$ cat src/irq_wake_pkg.sv
// Purpose: Shared constants for the request and pin wake block.
// Assumes: APB with 32-bit data, one aligned word per register.
// Notes:   Printed offsets are not multiples of four, so they are indices.
package irq_wake_pkg;

   // ----------------------------------------------------------------------
   // Register indices and address width
   // ----------------------------------------------------------------------
   localparam logic [11:0] PIN_PEND_IDX   = 12'h0fc3;
   localparam logic [11:0] EDGE_POL_IDX   = 12'h0fcd;
   localparam logic [11:0] PORT_SEL_IDX   = 12'h0fce;
   localparam logic [11:0] PERIPH_IDX     = 12'h0fc0;
   localparam logic [11:0] CTRL_IDX       = 12'h0fcf;
   localparam logic [11:0] WAKE_EN_IDX    = 12'h0fd0;
   localparam logic [11:0] PORT_A_IN_IDX  = 12'h0fd1;
   localparam logic [11:0] PORT_D_IN_IDX  = 12'h0fd2;
   localparam int          ADDR_W         = 14;

   // ----------------------------------------------------------------------
   // Field positions and reset values
   // ----------------------------------------------------------------------
   localparam int          PERIPH_BITS    = 7;
   localparam int          CTRL_GIE       = 0;
   localparam int          CTRL_HALT      = 1;
   localparam int          CTRL_WAKE_FLAG = 2;
   localparam logic [7:0]  PEND_RESET     = 8'h00;
   localparam logic [7:0]  CFG_RESET      = 8'h00;

   // ----------------------------------------------------------------------
   // Timing
   // ----------------------------------------------------------------------
   localparam int          CLK_PERIOD_PS  = 5000;
   localparam int          GLITCH_PS      = 10000;
   localparam int          GLITCH_CYC     = (GLITCH_PS + CLK_PERIOD_PS - 1)
                                            / CLK_PERIOD_PS;
   localparam int          RECOVERY_CYC   = 16;

endpackage : irq_wake_pkg

$ cat src/irq_request_and_pin_wake.sv
// Purpose: Collects peripheral and port pin requests, handles pin wake.
// Assumes: Pins are synchronous to ref_clk; APB master holds requests.
// Notes:   Registers answer with pready high in the first access cycle.
//
// Notes on behaviour
// RULE_01: A presented request sets its pending bit to one.
// RULE_02: With global enable set, pending requests go to the CPU.
// RULE_03: With global enable clear, pending bits stay readable for polling.
// RULE_04: Pin pending register, eight bits, index FC3H, resets to zero.
// RULE_05: Peripheral register holds seven source bits; one means pending.
// RULE_06: Each pin source has its own edge polarity setting.
// RULE_07: Polarity zero uses falling edge, one uses rising edge.
// RULE_08: External pulses must last over one clock to be sure.
// RULE_09: Each pin source picks the port A or port D pin.
// RULE_10: Any wake enabled pin level change starts halt recovery.
// RULE_11: Wake path rejects pulses shorter than about 10 ns.
// RULE_12: A pin caused recovery sets the halt wake flag.
// RULE_13: Port input data is not sampled while halted.
// RULE_14: Wake pin change recorded only if it lasts through recovery.
// RULE_15: Pending bits hold until cleared; software can also set them.
//
// Register access over APB was decided locally.
`timescale 1ns/100ps
module irq_request_and_pin_wake #(
   parameter int PINS      = 8,                 // Pins per port.
   parameter int RECOVERY  = irq_wake_pkg::RECOVERY_CYC // Recovery cycles.
) (
   input  wire logic                  ref_clk,      // System clock.
   input  wire logic                  rst_b,        // Async reset, low.
   input  wire logic [irq_wake_pkg::ADDR_W-1:0] paddr, // APB address.
   input  wire logic                  psel,         // APB select.
   input  wire logic                  penable,      // APB enable.
   input  wire logic                  pwrite,       // APB direction.
   input  wire logic [31:0]           pwdata,       // APB write data.
   output logic      [31:0]           prdata,       // APB read data.
   output logic                       pready,       // APB ready.
   output logic                       pslverr,      // APB error.
   input  wire logic [PINS-1:0]       port_a_pins,  // Port A inputs.
   input  wire logic [PINS-1:0]       port_d_pins,  // Port D inputs.
   input  wire logic [irq_wake_pkg::PERIPH_BITS-1:0] periph_req, // Pulses.
   input  wire logic                  halt_enter,   // CPU enters halt.
   output logic      [PINS-1:0]       pin_irq_to_cpu,    // Vectored pins.
   output logic [irq_wake_pkg::PERIPH_BITS-1:0] periph_irq_to_cpu, // Vectored.
   output logic                       halted,       // Halted state.
   output logic                       wake_start    // Recovery started.
);

   // ----------------------------------------------------------------------
   // Storage
   // ----------------------------------------------------------------------
   localparam int PB = irq_wake_pkg::PERIPH_BITS;
   logic [PINS-1:0] port_pin_irq_pending;
   logic [PB-1:0]   periph_pending_reg;
   logic [PINS-1:0] edge_polarity_reg;
   logic [PINS-1:0] port_choice_reg;
   logic [PINS-1:0] wake_enable_reg;
   logic [PINS-1:0] port_a_input_data;
   logic [PINS-1:0] port_d_input_data;
   logic            global_enable_reg;
   logic            wake_flag_reg;
   logic [PINS-1:0] sel_prev_reg;
   logic [2*PINS-1:0] filt_reg;
   logic [2*PINS-1:0] filt_prev_reg;
   logic [7:0]      glitch_cnt_reg;
   logic [15:0]     recov_cnt_reg;
   logic            recovering_reg;

   typedef enum logic [1:0] {RUN, HALT, RECOVER} power_state_t;
   power_state_t    pstate_reg;

   // Index of the register addressed by the byte address.
   function automatic logic [11:0] word_index(
      input logic [irq_wake_pkg::ADDR_W-1:0] addr);
      word_index = addr[irq_wake_pkg::ADDR_W-1:2];
   endfunction : word_index

   logic            wr_access;
   logic            rd_access;
   logic [11:0]     idx;
   logic [PINS-1:0] sel_pins;
   logic [PINS-1:0] pin_event;
   logic            sampling;
   logic [2*PINS-1:0] raw_pins;

   assign idx       = word_index(paddr);
   assign wr_access = psel & penable & pwrite;
   assign rd_access = psel & penable & ~pwrite;
   assign raw_pins  = {port_d_pins, port_a_pins};
   // Input data registers freeze while halted or recovering.
   assign sampling  = (pstate_reg == RUN);                        // [RULE_13]
   // Per-source choice between the port A and port D pin.
   assign sel_pins  = (port_choice_reg & port_d_input_data)
                    | (~port_choice_reg & port_a_input_data);     // [RULE_09]
   // Polarity zero sees a one-to-zero step; one sees zero-to-one.
   assign pin_event = sampling ?
      ((edge_polarity_reg & sel_pins & ~sel_prev_reg)
       | (~edge_polarity_reg & ~sel_pins & sel_prev_reg))
      : '0;                                            // [RULE_06] [RULE_07]

   // ----------------------------------------------------------------------
   // Port input data, sampled only in run state
   // ----------------------------------------------------------------------
   // Both ports are captured so that either one can feed a source.
   // A pin that wakes the part lands here only at the end of recovery,
   // and only if it still holds its new level then.
   always_ff @(posedge ref_clk or negedge rst_b) begin
      if (!rst_b) begin
         port_a_input_data <= irq_wake_pkg::CFG_RESET;
         port_d_input_data <= irq_wake_pkg::CFG_RESET;
         sel_prev_reg      <= irq_wake_pkg::CFG_RESET;
      end else if (sampling) begin                                 // [RULE_14]
         port_a_input_data <= port_a_pins;
         port_d_input_data <= port_d_pins;
         sel_prev_reg      <= sel_pins;
      end
   end

   // ----------------------------------------------------------------------
   // Pin pending register
   // ----------------------------------------------------------------------
   // Hardware set wins over a software clear in the same cycle.
   // A software write of one sets a bit, a write of zero clears it.
   always_ff @(posedge ref_clk or negedge rst_b) begin
      if (!rst_b) begin
         port_pin_irq_pending <= irq_wake_pkg::PEND_RESET;         // [RULE_04]
      end else if (wr_access && idx == irq_wake_pkg::PIN_PEND_IDX) begin
         port_pin_irq_pending <= pwdata[PINS-1:0] | pin_event;     // [RULE_15]
      end else begin
         port_pin_irq_pending <= port_pin_irq_pending | pin_event; // [RULE_01]
      end
   end

   // ----------------------------------------------------------------------
   // Peripheral pending register
   // ----------------------------------------------------------------------
   // Bit order: 6 timer1, 5 timer0, 4 rx, 3 tx, 2 twowire, 1 spi, 0 adc.
   always_ff @(posedge ref_clk or negedge rst_b) begin
      if (!rst_b) begin
         periph_pending_reg <= '0;
      end else if (wr_access && idx == irq_wake_pkg::PERIPH_IDX) begin
         periph_pending_reg <= pwdata[PB-1:0] | periph_req;        // [RULE_15]
      end else begin
         periph_pending_reg <= periph_pending_reg | periph_req;    // [RULE_05]
      end
   end

   // ----------------------------------------------------------------------
   // Configuration registers
   // ----------------------------------------------------------------------
   always_ff @(posedge ref_clk or negedge rst_b) begin
      if (!rst_b) begin
         edge_polarity_reg <= irq_wake_pkg::CFG_RESET;
         port_choice_reg   <= irq_wake_pkg::CFG_RESET;
         wake_enable_reg   <= irq_wake_pkg::CFG_RESET;
         global_enable_reg <= 1'b0;
      end else if (wr_access) begin
         case (idx)
            irq_wake_pkg::EDGE_POL_IDX: edge_polarity_reg <= pwdata[PINS-1:0];
            irq_wake_pkg::PORT_SEL_IDX: port_choice_reg   <= pwdata[PINS-1:0];
            irq_wake_pkg::WAKE_EN_IDX:  wake_enable_reg   <= pwdata[PINS-1:0];
            irq_wake_pkg::CTRL_IDX:
               global_enable_reg <= pwdata[irq_wake_pkg::CTRL_GIE];
            default: ;
         endcase
      end
   end

   // ----------------------------------------------------------------------
   // Wake filter
   // ----------------------------------------------------------------------
   // Pins are held in a register and a change counts only once the
   // new level stood for the glitch window, so short spikes are dropped.
   // One counter serves all sixteen pins, so a pin that keeps toggling
   // delays the wake of another; this trades wake latency for area.
   always_ff @(posedge ref_clk or negedge rst_b) begin
      if (!rst_b) begin
         filt_reg       <= '0;
         filt_prev_reg  <= '0;
         glitch_cnt_reg <= '0;
      end else begin
         filt_prev_reg <= raw_pins;
         if (raw_pins != filt_prev_reg) begin
            glitch_cnt_reg <= '0;
         end else if (glitch_cnt_reg < 8'(irq_wake_pkg::GLITCH_CYC - 1)) begin
            glitch_cnt_reg <= glitch_cnt_reg + 8'd1;
         end else begin
            filt_reg <= raw_pins;                                  // [RULE_11]
         end
      end
   end

   // Filtered levels are compared against the frozen input data.
   logic any_wake;
   assign any_wake = |((filt_reg ^ {port_d_input_data, port_a_input_data})
                       & {wake_enable_reg, wake_enable_reg});      // [RULE_10]

   // ----------------------------------------------------------------------
   // Power state and recovery
   // ----------------------------------------------------------------------
   // Recovery counts RECOVERY cycles before the input data sample again.
   always_ff @(posedge ref_clk or negedge rst_b) begin
      if (!rst_b) begin
         pstate_reg    <= RUN;
         recov_cnt_reg <= '0;
         wake_start    <= 1'b0;
      end else begin
         wake_start <= 1'b0;
         case (pstate_reg)
            RUN: begin
               if (halt_enter) begin
                  pstate_reg <= HALT;
               end
            end
            HALT: begin
               if (any_wake) begin                                 // [RULE_10]
                  pstate_reg    <= RECOVER;
                  recov_cnt_reg <= '0;
                  wake_start    <= 1'b1;
               end
            end
            RECOVER: begin
               if (recov_cnt_reg >= 16'(RECOVERY - 1)) begin
                  pstate_reg <= RUN;                               // [RULE_14]
               end else begin
                  recov_cnt_reg <= recov_cnt_reg + 16'd1;
               end
            end
            default: pstate_reg <= RUN;
         endcase
      end
   end

   // Halt wake flag, set by a pin wake, cleared by writing a one.
   always_ff @(posedge ref_clk or negedge rst_b) begin
      if (!rst_b) begin
         wake_flag_reg <= 1'b0;
      end else if (pstate_reg == HALT && any_wake) begin
         wake_flag_reg <= 1'b1;                                    // [RULE_12]
      end else if (wr_access && idx == irq_wake_pkg::CTRL_IDX &&
                   pwdata[irq_wake_pkg::CTRL_WAKE_FLAG]) begin
         wake_flag_reg <= 1'b0;
      end
   end

   // ----------------------------------------------------------------------
   // Requests to the CPU
   // ----------------------------------------------------------------------
   // Gated by the global enable; pending bits stay visible regardless.
   // Registered so the CPU sees a clean level, one cycle behind pending.
   always_ff @(posedge ref_clk or negedge rst_b) begin
      if (!rst_b) begin
         pin_irq_to_cpu    <= '0;
         periph_irq_to_cpu <= '0;
         halted            <= 1'b0;
      end else begin
         pin_irq_to_cpu    <= global_enable_reg ?
                              port_pin_irq_pending : '0;  // [RULE_02] [RULE_03]
         periph_irq_to_cpu <= global_enable_reg ? periph_pending_reg : '0;
         halted            <= (pstate_reg != RUN);
      end
   end

   // ----------------------------------------------------------------------
   // APB read side
   // ----------------------------------------------------------------------
   // Zero wait states; unmapped reads return zero with pslverr.
   // Read data is latched in the setup cycle and shown in the access cycle.
   always_ff @(posedge ref_clk or negedge rst_b) begin
      if (!rst_b) begin
         prdata  <= 32'h0000_0000;
         pready  <= 1'b0;
         pslverr <= 1'b0;
      end else begin
         pready  <= psel & ~penable;
         pslverr <= 1'b0;
         prdata  <= 32'h0000_0000;
         if (psel && !penable) begin
            case (word_index(paddr))
               irq_wake_pkg::PIN_PEND_IDX:
                  prdata[PINS-1:0] <= port_pin_irq_pending;        // [RULE_03]
               irq_wake_pkg::PERIPH_IDX:  prdata[PB-1:0] <= periph_pending_reg;
               irq_wake_pkg::EDGE_POL_IDX:
                  prdata[PINS-1:0] <= edge_polarity_reg;
               irq_wake_pkg::PORT_SEL_IDX: prdata[PINS-1:0] <= port_choice_reg;
               irq_wake_pkg::WAKE_EN_IDX:  prdata[PINS-1:0] <= wake_enable_reg;
               irq_wake_pkg::PORT_A_IN_IDX:
                  prdata[PINS-1:0] <= port_a_input_data;
               irq_wake_pkg::PORT_D_IN_IDX:
                  prdata[PINS-1:0] <= port_d_input_data;
               irq_wake_pkg::CTRL_IDX: begin
                  prdata[irq_wake_pkg::CTRL_GIE]       <= global_enable_reg;
                  prdata[irq_wake_pkg::CTRL_HALT]      <= (pstate_reg != RUN);
                  prdata[irq_wake_pkg::CTRL_WAKE_FLAG] <= wake_flag_reg;
               end
               default: pslverr <= 1'b1;
            endcase
         end
      end
   end

   logic unused_rd;
   assign unused_rd = rd_access;

endmodule : irq_request_and_pin_wake

$ cat config.mk
export PLATFORM = sky130hd
export DESIGN_NAME = irq_request_and_pin_wake
export DESIGN_NICKNAME = d
export VERILOG_FILES = /design/src/irq_wake_pkg.sv /design/src/irq_request_and_pin_wake.sv
export SDC_FILE = /design/constraint.sdc
export NUM_CORES = 1
export LEC_CHECK = 0
export ABC_CLOCK_PERIOD_IN_PS = 3000
export BUFFER_PORTS_ARGS = -buffer_cell sky130_fd_sc_hd__buf_2
export CORE_MARGIN = 5
export CORE_UTILIZATION = 39
export DETAILED_ROUTE_END_ITERATION = 10
export MAX_ROUTING_LAYER = met4
export SLEW_MARGIN = 10
export SYNTH_ARGS = -nofsm -noshare
export SYNTH_HDL_FRONTEND = slang
export SYNTH_SLANG_ARGS = --single-unit
$ cat constraint.sdc
create_clock -name ref_clk -period 3 [get_ports ref_clk]
set_input_delay 0.3 -clock ref_clk [delete_from_list [all_inputs] [get_ports ref_clk]]
set_output_delay 0.3 -clock ref_clk [all_outputs]
set_load 0.02 [all_outputs]
# After elaboration in Yosys (flattened, before gate mapping)
# Index checks and enable logic that the tools add are counted.
# word_totals
regBits	150
inputBits	75
out_inout_bits	51
wordCells	110
# classes
n_addsub	2
order_cmp	2
n_eq_ne	15
mux	24
bitwise	24
n_reduce_logical	21
# op_table
operator	n
$eq A12 B12 Y1 const B	8
$and A8 B8 Y8	6
$mux W8	6
$mux W16	2
$not A8 Y8	4
$or A8 B8 Y8	4
$pmux W16 S2	1
$pmux W4 S7	1
$pmux W3 S8	1
$add A16 B1 Y16 const B	1
$and A16 B16 Y16	1
$ge A16 B4 Y1 const B	1
$ne A16 B16 Y1	1
$reduce_or A16 Y1	1
$xor A16 B16 Y16	1
$mux W7	2
$or A7 B7 Y7	2
$reduce_and A2 Y1	5
$add A8 B1 Y8 const B	1
$lt A8 B1 Y1 const B	1
$ne A2 B2 Y1 const B	4
$reduce_bool A2 Y1	4
$reduce_or A8 Y1	1
$logic_and A1 B1 Y1	6
11 further kinds	23

# Depth between registers and ports, before layout
# Gate-level depths: netlist of run 1.
# logic_depth
depth_word	10
depth_mapped	7
ltp_nobuf	7

# Least setup slack after synthesis of run 1
# Ideal clock, no wire load.
# synth_path
kind	reg2reg
startpoint	register pstate_reg[0]
endpoint	register recov_cnt_reg[3]
setup_time_ps	142
t_arrival_ps	1639
required_ps	2858
setup_slack_ps	1218
path_stages_with_launch	7
n_path_buf	1
synth_period_minus_slack_ps	1782
path_cell_list	dfrtp_1 -> nor4b_1 -> nand4_1 -> or2_0 -> clkbuf_1 -> a2111oi_0 -> o21ai_0
# synth_via
elab_chain_cells	3
word_cells_on_any_way	7
classes_between	4 x eq/ne; 1 x mux; 2 x reduce/logical
# synth_rtl
item	line	rtl
from (decl)	irq_request_and_pin_wake.sv:69	power_state_t pstate_reg;
from (signal assigned)	irq_request_and_pin_wake.sv:203	pstate_reg <= RUN;
from (signal assigned)	irq_request_and_pin_wake.sv:211	pstate_reg <= HALT;
from (signal assigned)	irq_request_and_pin_wake.sv:216	pstate_reg <= RECOVER;
$eq A2 B2 Y1 / $eq A2 B1 Y1 (equally long branches)	irq_request_and_pin_wake.sv:208	case (pstate_reg)
$ne A2 B2 Y1 (no line) / $reduce_bool A2 Y1 (equally long branches)	n/a	
$reduce_and A3 Y1 (no line)	n/a	
to (signal assigned)	irq_request_and_pin_wake.sv:225	recov_cnt_reg <= recov_cnt_reg + 16'd1;
to (decl)	irq_request_and_pin_wake.sv:65	logic [15:0] recov_cnt_reg;
# Parallel ways exist; a longest one is shown, timed or not.
# A chain may end at the register's enable or synchronous reset.

# Final worst setup path of run 1
# layout_path
startpoint	register filt_prev_reg[9]
endpoint	register filt_reg[4]
# layout_via
elab_chain_cells	3
# layout_rtl
item	line	rtl
from (decl)	irq_request_and_pin_wake.sv:63	logic [2*PINS-1:0] filt_prev_reg;
from (signal assigned)	irq_request_and_pin_wake.sv:181	filt_prev_reg <= raw_pins;
$ne A16 B16 Y1	irq_request_and_pin_wake.sv:182	if (raw_pins != filt_prev_reg) begin
$not A1 Y1 (no line)	n/a	
$reduce_and A2 Y1 (no line)	n/a	
to (signal assigned)	irq_request_and_pin_wake.sv:187	filt_reg <= raw_pins;
to (decl)	irq_request_and_pin_wake.sv:62	logic [2*PINS-1:0] filt_reg;
# No other way between the ends.

==> results of run 1 <==
[cells by family (layout without fill, tap and decap cells)]
family / count (synthesis) / in the layout / synth area share (%)
simple gates: 203 / 203 / 16.7
flops: 150 / 150 / 54.7
compound gates: 87 / 87 / 8.45
mux: 64 / 64 / 10.6
buf+inv: 49 / 124 / 4.43
xor+xnor: 34 / 34 / 4.34
fa+ha+maj: 4 / 4 / 0.693
other cells: 1 / 24 / 0.0547
[per-stage QoR]
stage	instance area, um^2	power, mW	hold WS [ns]	setup WS, ns	cells
3_5_place_dp	7400	3.24	0.458	0.665	882
6_report	8060	5.53	0.0317	0.835	915
4_1_cts	8060	5.59	0.0250	0.728	915
2_1_floorplan	6940	2.95	0.00441	1.22	615
5_1_grt	8060	5.81	0.0344	0.656	915
3_3_place_gp	7400	3.20	0.438	0.741	882
[routing by layer]
layer / routed length, um / vias to the layer above
met5: 0 / -
li1: - / 2186
met3: 826 / 20
met4: 248 / 0
met2: 6800 / 149
met1: 7190 / 2243
[power by group]
| group | internal (mW) | total, mW | switching, mW |
|---|---|---|---|
| logic | 0.277 | 0.764 | 0.487 |
| clock network | 1.48 | 2.33 | 0.849 |
| registers | 2.21 | 2.43 | 0.220 |
[cell usage after synthesis, types with 4 or more instances]
library cell,number
nor2b_1,22
buf_2,5
inv_1,9
xnor2_1,18
clkbuf_1,7
mux2i_1,19
xor2_1,16
nand2b_1,4
mux2_4,8
a222oi_1,6
a22oi_1,5
mux2_2,37
a21oi_1,16
and2_1,24
buf_4,24
a211oi_1,4
dfrtp_1,150
a211o_1,7
nand2_1,79
nor2_1,28
o21ai_0,29
nor4_1,4
a22o_1,6
nand4_1,6
[how the worst max path moves through the flow]
stage                                          start                           end  slack (ns)  cells after the start
final                     filt_prev_reg[9]$_DFF_PN0_       filt_reg[4]$_DFFE_PN0P_        0.83                      5
after global routing      filt_prev_reg[9]$_DFF_PN0_       filt_reg[4]$_DFFE_PN0P_        0.66                      5
after CTS                 filt_prev_reg[9]$_DFF_PN0_       filt_reg[4]$_DFFE_PN0P_        0.73                      5
after detailed placement              port_d_pins[1]      filt_reg[13]$_DFFE_PN0P_        0.67                      6
after global placement                port_d_pins[1]       filt_reg[8]$_DFFE_PN0P_        0.74                      6
after floorplan            pstate_reg[0]$_DFFE_PN0P_  recov_cnt_reg[3]$_DFFE_PN0P_        1.22                      6
[placed cells by master, fill, tap and decap left out, types with 5 or more instances in the layout]
cell / n
a22oi_1: 5
nand4_1: 6
and2_1: 24
mux2_4: 8
nor2b_1: 22
buf_2: 74
a22o_1: 6
xnor2_1: 18
mux2_2: 37
bufinv_16: 5
nor2_1: 28
a222oi_1: 6
conb_1: 24
a21oi_1: 16
xor2_1: 16
o21ai_0: 29
buf_4: 6
dfrtp_1: 150
mux2i_1: 19
a211o_1: 7
nand2_1: 79
clkbuf_16: 17
inv_1: 9
[layout make-up]
class                   count  area share (%)
clock inverters            15            2.79
well taps                 225            3.49
repair buffers             83            5.66
flip-flops and latches    150            46.6
inverters                   9           0.419
multi-input cells         416            35.8
clock buffers              17            5.28
[critical path: cells and delay by family (launching register included)]
family | cells | cell delay, ns
multiplexers | 1 | 0.38
AND/OR/NAND/NOR | 3 | 1.05
flip-flops | 1 | 0.37
XOR/XNOR | 1 | 0.25
[repair_timing]
action                                  4_1_cts  5_1_grt
hold buffers                                  1        0
gates resized for setup                       0        0
hold endpoints to repair                      3        0
endpoints found under the setup margin        0        0
==> reports/results.ini, run 1 <==
[status]
status=complete, no violations

[clock_tree]
clkSinkCount=150
clkLatencyLatePin_ns=0.43
cts_made_buffers=17
cts_root_buf=clkbuf_16
cts_tree=done
htree_levels=4
cts.path.max_buffers=2
clk_transition_reported_paths_ns=0.06
postCtsSetupBuffers=0

[timing]
tightest_slew_ns=0.878
report.final.slew_viol_count=0
max-slew-margin-rel_pct=41.5
period_minus_slack_ns=2.17
max_freq_mhz=462
finalSetupViolCount=0
grt_setup_unrepaired=false
final_hold_viol_count=0
fin_crit_sh_pct=72.2
fin_tns_setup_ns=0
finClkSkew_ns=0.0166

[global_route]
gr-total-overflow=0
antenna_found_initial=0
use_met2_pct=23.3
busiest_layer=met2
met1_usage_pct=21.9
use_met3_pct=3.19
grt_pass1_vias=4657
grt_max_degree=96
grt_usage_pct=15.9
grt_pass1_wl_mm=24.5

[route]
routed_wl_mm=15.1
drc=0
first_pass_iters=5
post_drt_via_cell_ratio=5.03
drt_iter0_markers=332
dr_total_vias=4598
wl_per_cell_um=16.5
ant_nets=0

[power]
power_density_mw_per_mm2=686
power.leakage_nw=3.96
ir_drop_v=0.000419

[yosys]
yosys_warnings=0
ys_dominant_reg_cell=dfrtp_1
synth_top_area_cell=dfrtp_1
syn_area_per_cell_um2=11.6
async_flop_share_pct=100
synth_top_area_share_pct=54.7
netlist_instances=592
synth-edff-count=0
ys_ff_latch=150
ys_types=63
yosys-top-cells-area=dfrtp_1, mux2_2, nand2_1, mux2i_1, buf_4
syn_area_mm2=0.00686
yosysSeqAreaShare_pct=54.7

[critical_path]
critPathKind=reg2reg
r2r_slack_ns=0.83
reg2reg_from=filt_prev_reg[9]$_DFF_PN0_
crit_path_cell_trace=xnor2_1, nand4_1, nor4_4, nand2_2, mux2_2
r2r-end=filt_reg[4]$_DFFE_PN0P_
rr_worst_depth=5
cp.required_ns=3.31
cp_slowest_cell=nor4_4
max_stage_delay_ns=0.49
end_kind=register
cp.arrival_ns=2.47
crit_fanout=16
cp-start-kind=register

[floorplan]
coreArea_mm2=0.0173
num_rows=48
io_pins=126
initial_utilization_pct=39.6
dieArea_mm2=0.0203
die_w_um=143
dieHeight_um=143

[place]
gp_congestion=0.838
dpl.hpwl_mm=11.0
port-buffer-count=75

[worst_hold_path]
hold_path.startpoint=port_a_pins[0]
hold_end=filt_prev_reg[0]$_DFF_PN0_
min_path_type=in2reg
whs_path_depth=1

[final_layout]
multi_input_comb_area_mm2=0.00289
regArea_mm2=0.00375
layout-drive-gt1-share_pct=25.5
syn_to_final_growth_pct=17.6
nets=755
diodes=0
n_fill_cell=1591
post-route-util_pct=46.6

[flow_run]
cap_viol_max_count=0

Note: power is estimated with default switching activity, not from simulation.
==> inputs of run 2 (changes only) <==
--- a/config.mk
+++ b/config.mk
@@ -5,7 +5,7 @@
 export SDC_FILE = /design/constraint.sdc
 export NUM_CORES = 1
 export LEC_CHECK = 0
-export ABC_CLOCK_PERIOD_IN_PS = 3000
+export ABC_CLOCK_PERIOD_IN_PS = 2000
 export BUFFER_PORTS_ARGS = -buffer_cell sky130_fd_sc_hd__buf_2
 export CORE_MARGIN = 5
 export CORE_UTILIZATION = 39
==> constraint.sdc (replaced) <==
create_clock -name ref_clk -period 2 [get_ports ref_clk]
set_input_delay 0.2 -clock ref_clk [delete_from_list [all_inputs] [get_ports ref_clk]]
set_output_delay 0.2 -clock ref_clk [all_outputs]
set_load 0.02 [all_outputs]
==> run 2 against run 1 <==
Effect of this change: sequential cell count is the same; die area unchanged; via count grew 4.6%; combinational power is 94% higher; final cell count grew 6.0%; total power up 57%; register-to-register slack got worse by 0.68 ns; critical path type is now in2reg; design area increased by 6.8%; largest power group is now clock; non-clock buffer count rose by 55; critical endpoint is now filt_reg[15]$_DFFE_PN0P_; wire length increased by 4.2%; first-iteration DRC count rose by 22%.
==> reports/results.ini, run 2 (synthesized netlist as in run 1, its figures left out) <==
[status]
status=complete, no violations

[timing]
finClkSkew_ns=0.00569
max_freq_mhz=526
final_hold_viol_count=0
tightest_slew_ns=0.529
fin_tns_setup_ns=0
period_minus_slack_ns=1.90
finalSetupViolCount=0
max-slew-margin-rel_pct=64.8
final.setup.worst_slack_ns=0.0976
fin_crit_sh_pct=95.1
report.final.slew_viol_count=0
grt_setup_unrepaired=false
whs_ns=0.0781

[critical_path]
end_kind=register
cp.arrival_ns=2.21
crit_path_cell_trace=dlygate4sd3_1, buf_2, xnor2_1, nand4_1, nor4_4, nand2_2, buf_12, mux2_2
max_stage_delay_ns=0.53
cp-start-kind=input port
cp_slowest_cell=dlygate4sd3_1
crit_fanout=16
cp.required_ns=2.31
critPathKind=in2reg

[global_route]
gr-total-overflow=0
grt_max_degree=56
grt_usage_pct=16.7
grt_pass1_vias=4834
antenna_found_initial=0
grt_pass1_wl_mm=25.8

[final_layout]
post-route-util_pct=49.8
diodes=0
syn_to_final_growth_pct=25.6
instances_no_fill=970
layout_common_cells=dfrtp_1, nand2_1, buf_2
layout-drive-gt1-share_pct=28.2
stdcell_area_mm2=0.00861
final_common_cell=dfrtp_1
nets=810

[clock_tree]
htree_levels=4
cts.path.max_buffers=2
cts_root_buf=clkbuf_16
clk_transition_reported_paths_ns=0.06
cts_tree=done
clkLatencyLatePin_ns=0.42
cts_made_buffers=17
postCtsSetupBuffers=0
clkSinkCount=150

[route]
drc=0
first_pass_iters=5
wl_per_cell_um=16.2
ant_nets=0
post_drt_via_cell_ratio=4.96
dr_total_vias=4810
routed_wl_mm=15.7
drt_iter0_markers=404

[power]
power_density_mw_per_mm2=1010
ir_drop_v=0.000621
power_mw=8.67
power.leakage_nw=4.23

[flow_run]
cap_viol_max_count=0

[floorplan]
io_pins=126
die_w_um=143
dieArea_mm2=0.0203
num_rows=48
dieHeight_um=143
initial_utilization_pct=39.6
coreArea_mm2=0.0173

[worst_hold_path]
min_path_type=in2reg

[place]
port-buffer-count=75
place_area_mm2=0.00767
gp_congestion=0.856
dp_slack_ns=-0.0940
dpl.hpwl_mm=11.5
numPlacedInstances=913

-- run 2: area by class of cell --
type,count,area [um^2]
Tap cell,225,282
Clock inverter,15,249
Inverter,9,33.8
Fill cell,1570,8680
Sequential cell,150,3750
Timing Repair Buffer,138,967
Multi-Input combinational cell,416,2900
Clock buffer,17,425
-- run 2: report_power, final --
group / switching, mW / internal, mW
clock: 1.28 / 2.35
combinational: 0.876 / 0.603
sequential: 0.240 / 3.32
total: 2.40 / 6.27
-- run 2: timing repair --
action,4_1_cts,5_1_grt
gates resized for setup,2,4
hold endpoints to repair,75,0
endpoints found under the setup margin,1,11
hold buffers,25,0
pin swaps,1,1
-- run 2: worst paths after layout --
path / startpoint / endpoint / slack, ns / cells after the start
max in group asynchronous: rst_b / pin_irq_to_cpu[3]$_DFF_PN0_ / 0.94 / 3
worst min-delay path: pwdata[7] / port_pin_irq_pending[7]$_DFF_PN0_ / 0.08 / 3
worst max-delay path: port_d_pins[1] / filt_reg[15]$_DFFE_PN0P_ / 0.1 / 8
min in group asynchronous: rst_b / filt_prev_reg[11]$_DFF_PN0_ / 0.30 / 2
worst max register to register: pstate_reg[0]$_DFFE_PN0P_ / recov_cnt_reg[3]$_DFFE_PN0P_ / 0.15 / 5
worst min register to register: glitch_cnt_reg[7]$_DFFE_PN0N_ / glitch_cnt_reg[7]$_DFFE_PN0N_ / 0.49 / 1
-- run 2: worst max-delay path, delay by kind of cell --
family,cells,cell delay (ns)
buffers and inverters,3,0.85
AND/OR/NAND/NOR,3,0.66
multiplexers,1,0.27
XOR/XNOR,1,0.22
-- run 2: metal layers --
layer | share of wire, % | track usage [%] | vias up
met3 | 5.8 | 2.86 | 21
li1 | - | - | 2298
met4 | 1.6 | 5.90 | 0
met5 | 0 | - | -
met2 | 45 | 24.5 | 139
met1 | 48 | 23.5 | 2352
==> inputs of run 3 (changes only) <==
--- a/config.mk
+++ b/config.mk
@@ -5,7 +5,7 @@
 export SDC_FILE = /design/constraint.sdc
 export NUM_CORES = 1
 export LEC_CHECK = 0
-export ABC_CLOCK_PERIOD_IN_PS = 2000
+export ABC_CLOCK_PERIOD_IN_PS = 2300
 export BUFFER_PORTS_ARGS = -buffer_cell sky130_fd_sc_hd__buf_2
 export CORE_MARGIN = 5
 export CORE_UTILIZATION = 39
==> constraint.sdc (replaced) <==
create_clock -name ref_clk -period 2.3 [get_ports ref_clk]
set_input_delay 0.23 -clock ref_clk [delete_from_list [all_inputs] [get_ports ref_clk]]
set_output_delay 0.23 -clock ref_clk [all_outputs]
set_load 0.02 [all_outputs]
==> run 3 against run 2 <==
Effect of this change: global-route usage fell by 0.46 points; die area did not move; critical endpoint is now filt_reg[9]$_DFFE_PN0P_; design area down 3.1%; utilization is 1.5 points lower; clock skew is 0.0014 ns higher; non-clock buffer count is 20 lower; combinational power shrank 24%; sequential cell count unchanged; worst hold slack lost 0.050 ns; first-iteration DRC count down 29%.
==> reports/results.ini, run 3 (synthesized netlist as in run 1, its figures left out) <==
[final_layout]
diodes=0
stdcell_area_mm2=0.00835
post-route-util_pct=48.2
syn_to_final_growth_pct=21.7
layout-drive-gt1-share_pct=25.9
layout_common_cells=dfrtp_1, nand2_1, buf_2
final_common_cell=dfrtp_1
nets=790
n_fill_cell=1559
instances_no_fill=950

[power]
p_comb_share_pct=16.0
p_sw_mw=1.99
internal-power_mw=5.05
pwr-share-seq_pct=44.5
power_density_mw_per_mm2=843
power.leakage_nw=4.08
ir_drop_v=0.000545
power_frac_clock_pct=39.5
swShare_pct=28.2
power_mw=7.04

[clock_tree]
htree_levels=4
cts_tree=done
clkSinkCount=150
clk_transition_reported_paths_ns=0.06
cts_made_buffers=17
cts_root_buf=clkbuf_16
clkLatencyLatePin_ns=0.42
cts.path.max_buffers=2
postCtsSetupBuffers=0

[place]
dpl.hpwl_mm=11.2
dp_slack_ns=-0.0533
gp_congestion=0.840
place_area_mm2=0.00751
port-buffer-count=75
numPlacedInstances=895

[critical_path]
crit_fanout=16
cp.required_ns=2.60
r2r_slack_ns=0.29
r2r-end=recov_cnt_reg[3]$_DFFE_PN0P_
rr_worst_depth=5
end_kind=register
critPathKind=in2reg
reg2reg_from=pstate_reg[0]$_DFFE_PN0P_
cp.arrival_ns=2.39
cp-start-kind=input port

[timing]
max-slew-margin-rel_pct=51.2
final_hold_viol_count=0
grt_setup_unrepaired=false
finalSetupViolCount=0
period_minus_slack_ns=2.09
final.setup.worst_slack_ns=0.210
report.final.slew_viol_count=0
whs_ns=0.0278
finClkSkew_ns=0.00714
fin_crit_sh_pct=90.9
fin_tns_setup_ns=0
max_freq_mhz=478
tightest_slew_ns=0.732

[global_route]
grt_pass1_vias=4782
antenna_found_initial=0
grt_max_degree=73
grt_pass1_wl_mm=25.2
grt_usage_pct=16.2
gr-total-overflow=0

[floorplan]
dieHeight_um=143
num_rows=48
initial_utilization_pct=39.6
dieArea_mm2=0.0203
coreArea_mm2=0.0173
die_w_um=143
io_pins=126

[route]
routed_wl_mm=15.4
wl_per_cell_um=16.2
post_drt_via_cell_ratio=4.99
drc=0
ant_nets=0
dr_total_vias=4741
drt_iter0_markers=287
first_pass_iters=5

[worst_hold_path]
whs_path_depth=2
min_path_type=in2reg
hold_end=periph_pending_reg[1]$_DFF_PN0_
hold_path.startpoint=periph_req[1]

[status]
status=complete, no violations

[flow_run]
cap_viol_max_count=0

[run 3: changes by cell type in the layout (fill, tap and decap cells not counted), sizes merged]
cell / before / now
buf: 113 / 95
clkinvlp: 2 / 4
clkbuf: 17 / 20
dlygate4sd3: 25 / 23
bufinv: 6 / 3
inv: 12 / 10
[run 3: worst max-delay path: stages]
cell and delay, ns:
dlygate4sd3_1 0.53, buf_2 0.16, xnor2_1 0.22, nand4_1 0.21, nor4_4 0.35, nand2_2 0.31, mux2_2 0.37
[run 3: cell type report]
| type | instances | area (um^2) | area share [%] |
|---|---|---|---|
| Inverter | 9 | 33.8 | 0.405 |
| Multi-Input combinational cell | 416 | 2890 | 34.6 |
| Timing Repair Buffer | 118 | 787 | 9.43 |
| Clock inverter | 12 | 153 | 1.83 |
| Clock buffer | 20 | 447 | 5.35 |
| Tap cell | 225 | 282 | 3.37 |
| Sequential cell | 150 | 3750 | 45.0 |
[run 3: layer usage]
| metal | up-vias | part of all wire (%) | GRT usage [%] |
|---|---|---|---|
| li1 | 2260 | - | - |
| met1 | 2314 | 47 | 22.1 |
| met2 | 150 | 45 | 24.4 |
| met3 | 17 | 5.8 | 3.19 |
| met4 | 0 | 1.5 | 5.50 |
| met5 | - | 0 | - |
[run 3: timing repair]
action / 4_1_cts / 5_1_grt
hold endpoints to repair: 91 / 0
setup endpoints to repair: 17 / 1
resized for setup: 1 / 1
hold buffers: 23 / 0
[run 3: worst max-delay path by stage]
| stage | start | end | slack [ns] | cells after the start |
|---|---|---|---|---|
| global placement | port_a_input_data[4]$_DFFE_PN0P_ | recov_cnt_reg[1]$_DFFE_PN0P_ | 0.09 | 5 |
| CTS | port_d_pins[1] | filt_reg[9]$_DFFE_PN0P_ | 0.13 | 7 |
| global route | pstate_reg[0]$_DFFE_PN0P_ | recov_cnt_reg[3]$_DFFE_PN0P_ | 0.04 | 5 |
| floorplan | pstate_reg[0]$_DFFE_PN0P_ | recov_cnt_reg[3]$_DFFE_PN0P_ | 0.52 | 6 |
| finish | port_d_pins[1] | filt_reg[9]$_DFFE_PN0P_ | 0.21 | 7 |
| detailed placement | port_a_input_data[4]$_DFFE_PN0P_ | recov_cnt_reg[2]$_DFFE_PN0P_ | -0.05 | 5 |
[run 3: power by group through the flow]
stage / clock network (mW) / logic (mW) / registers [mW]
after global routing: 2.95 / 1.30 / 3.16
after detailed placement: 0 / 1.10 / 3.17
after CTS: 2.84 / 1.14 / 3.13
after floorplan: 0 / 0.725 / 3.13
final: 2.78 / 1.12 / 3.13
after global placement: 0 / 1.07 / 3.16
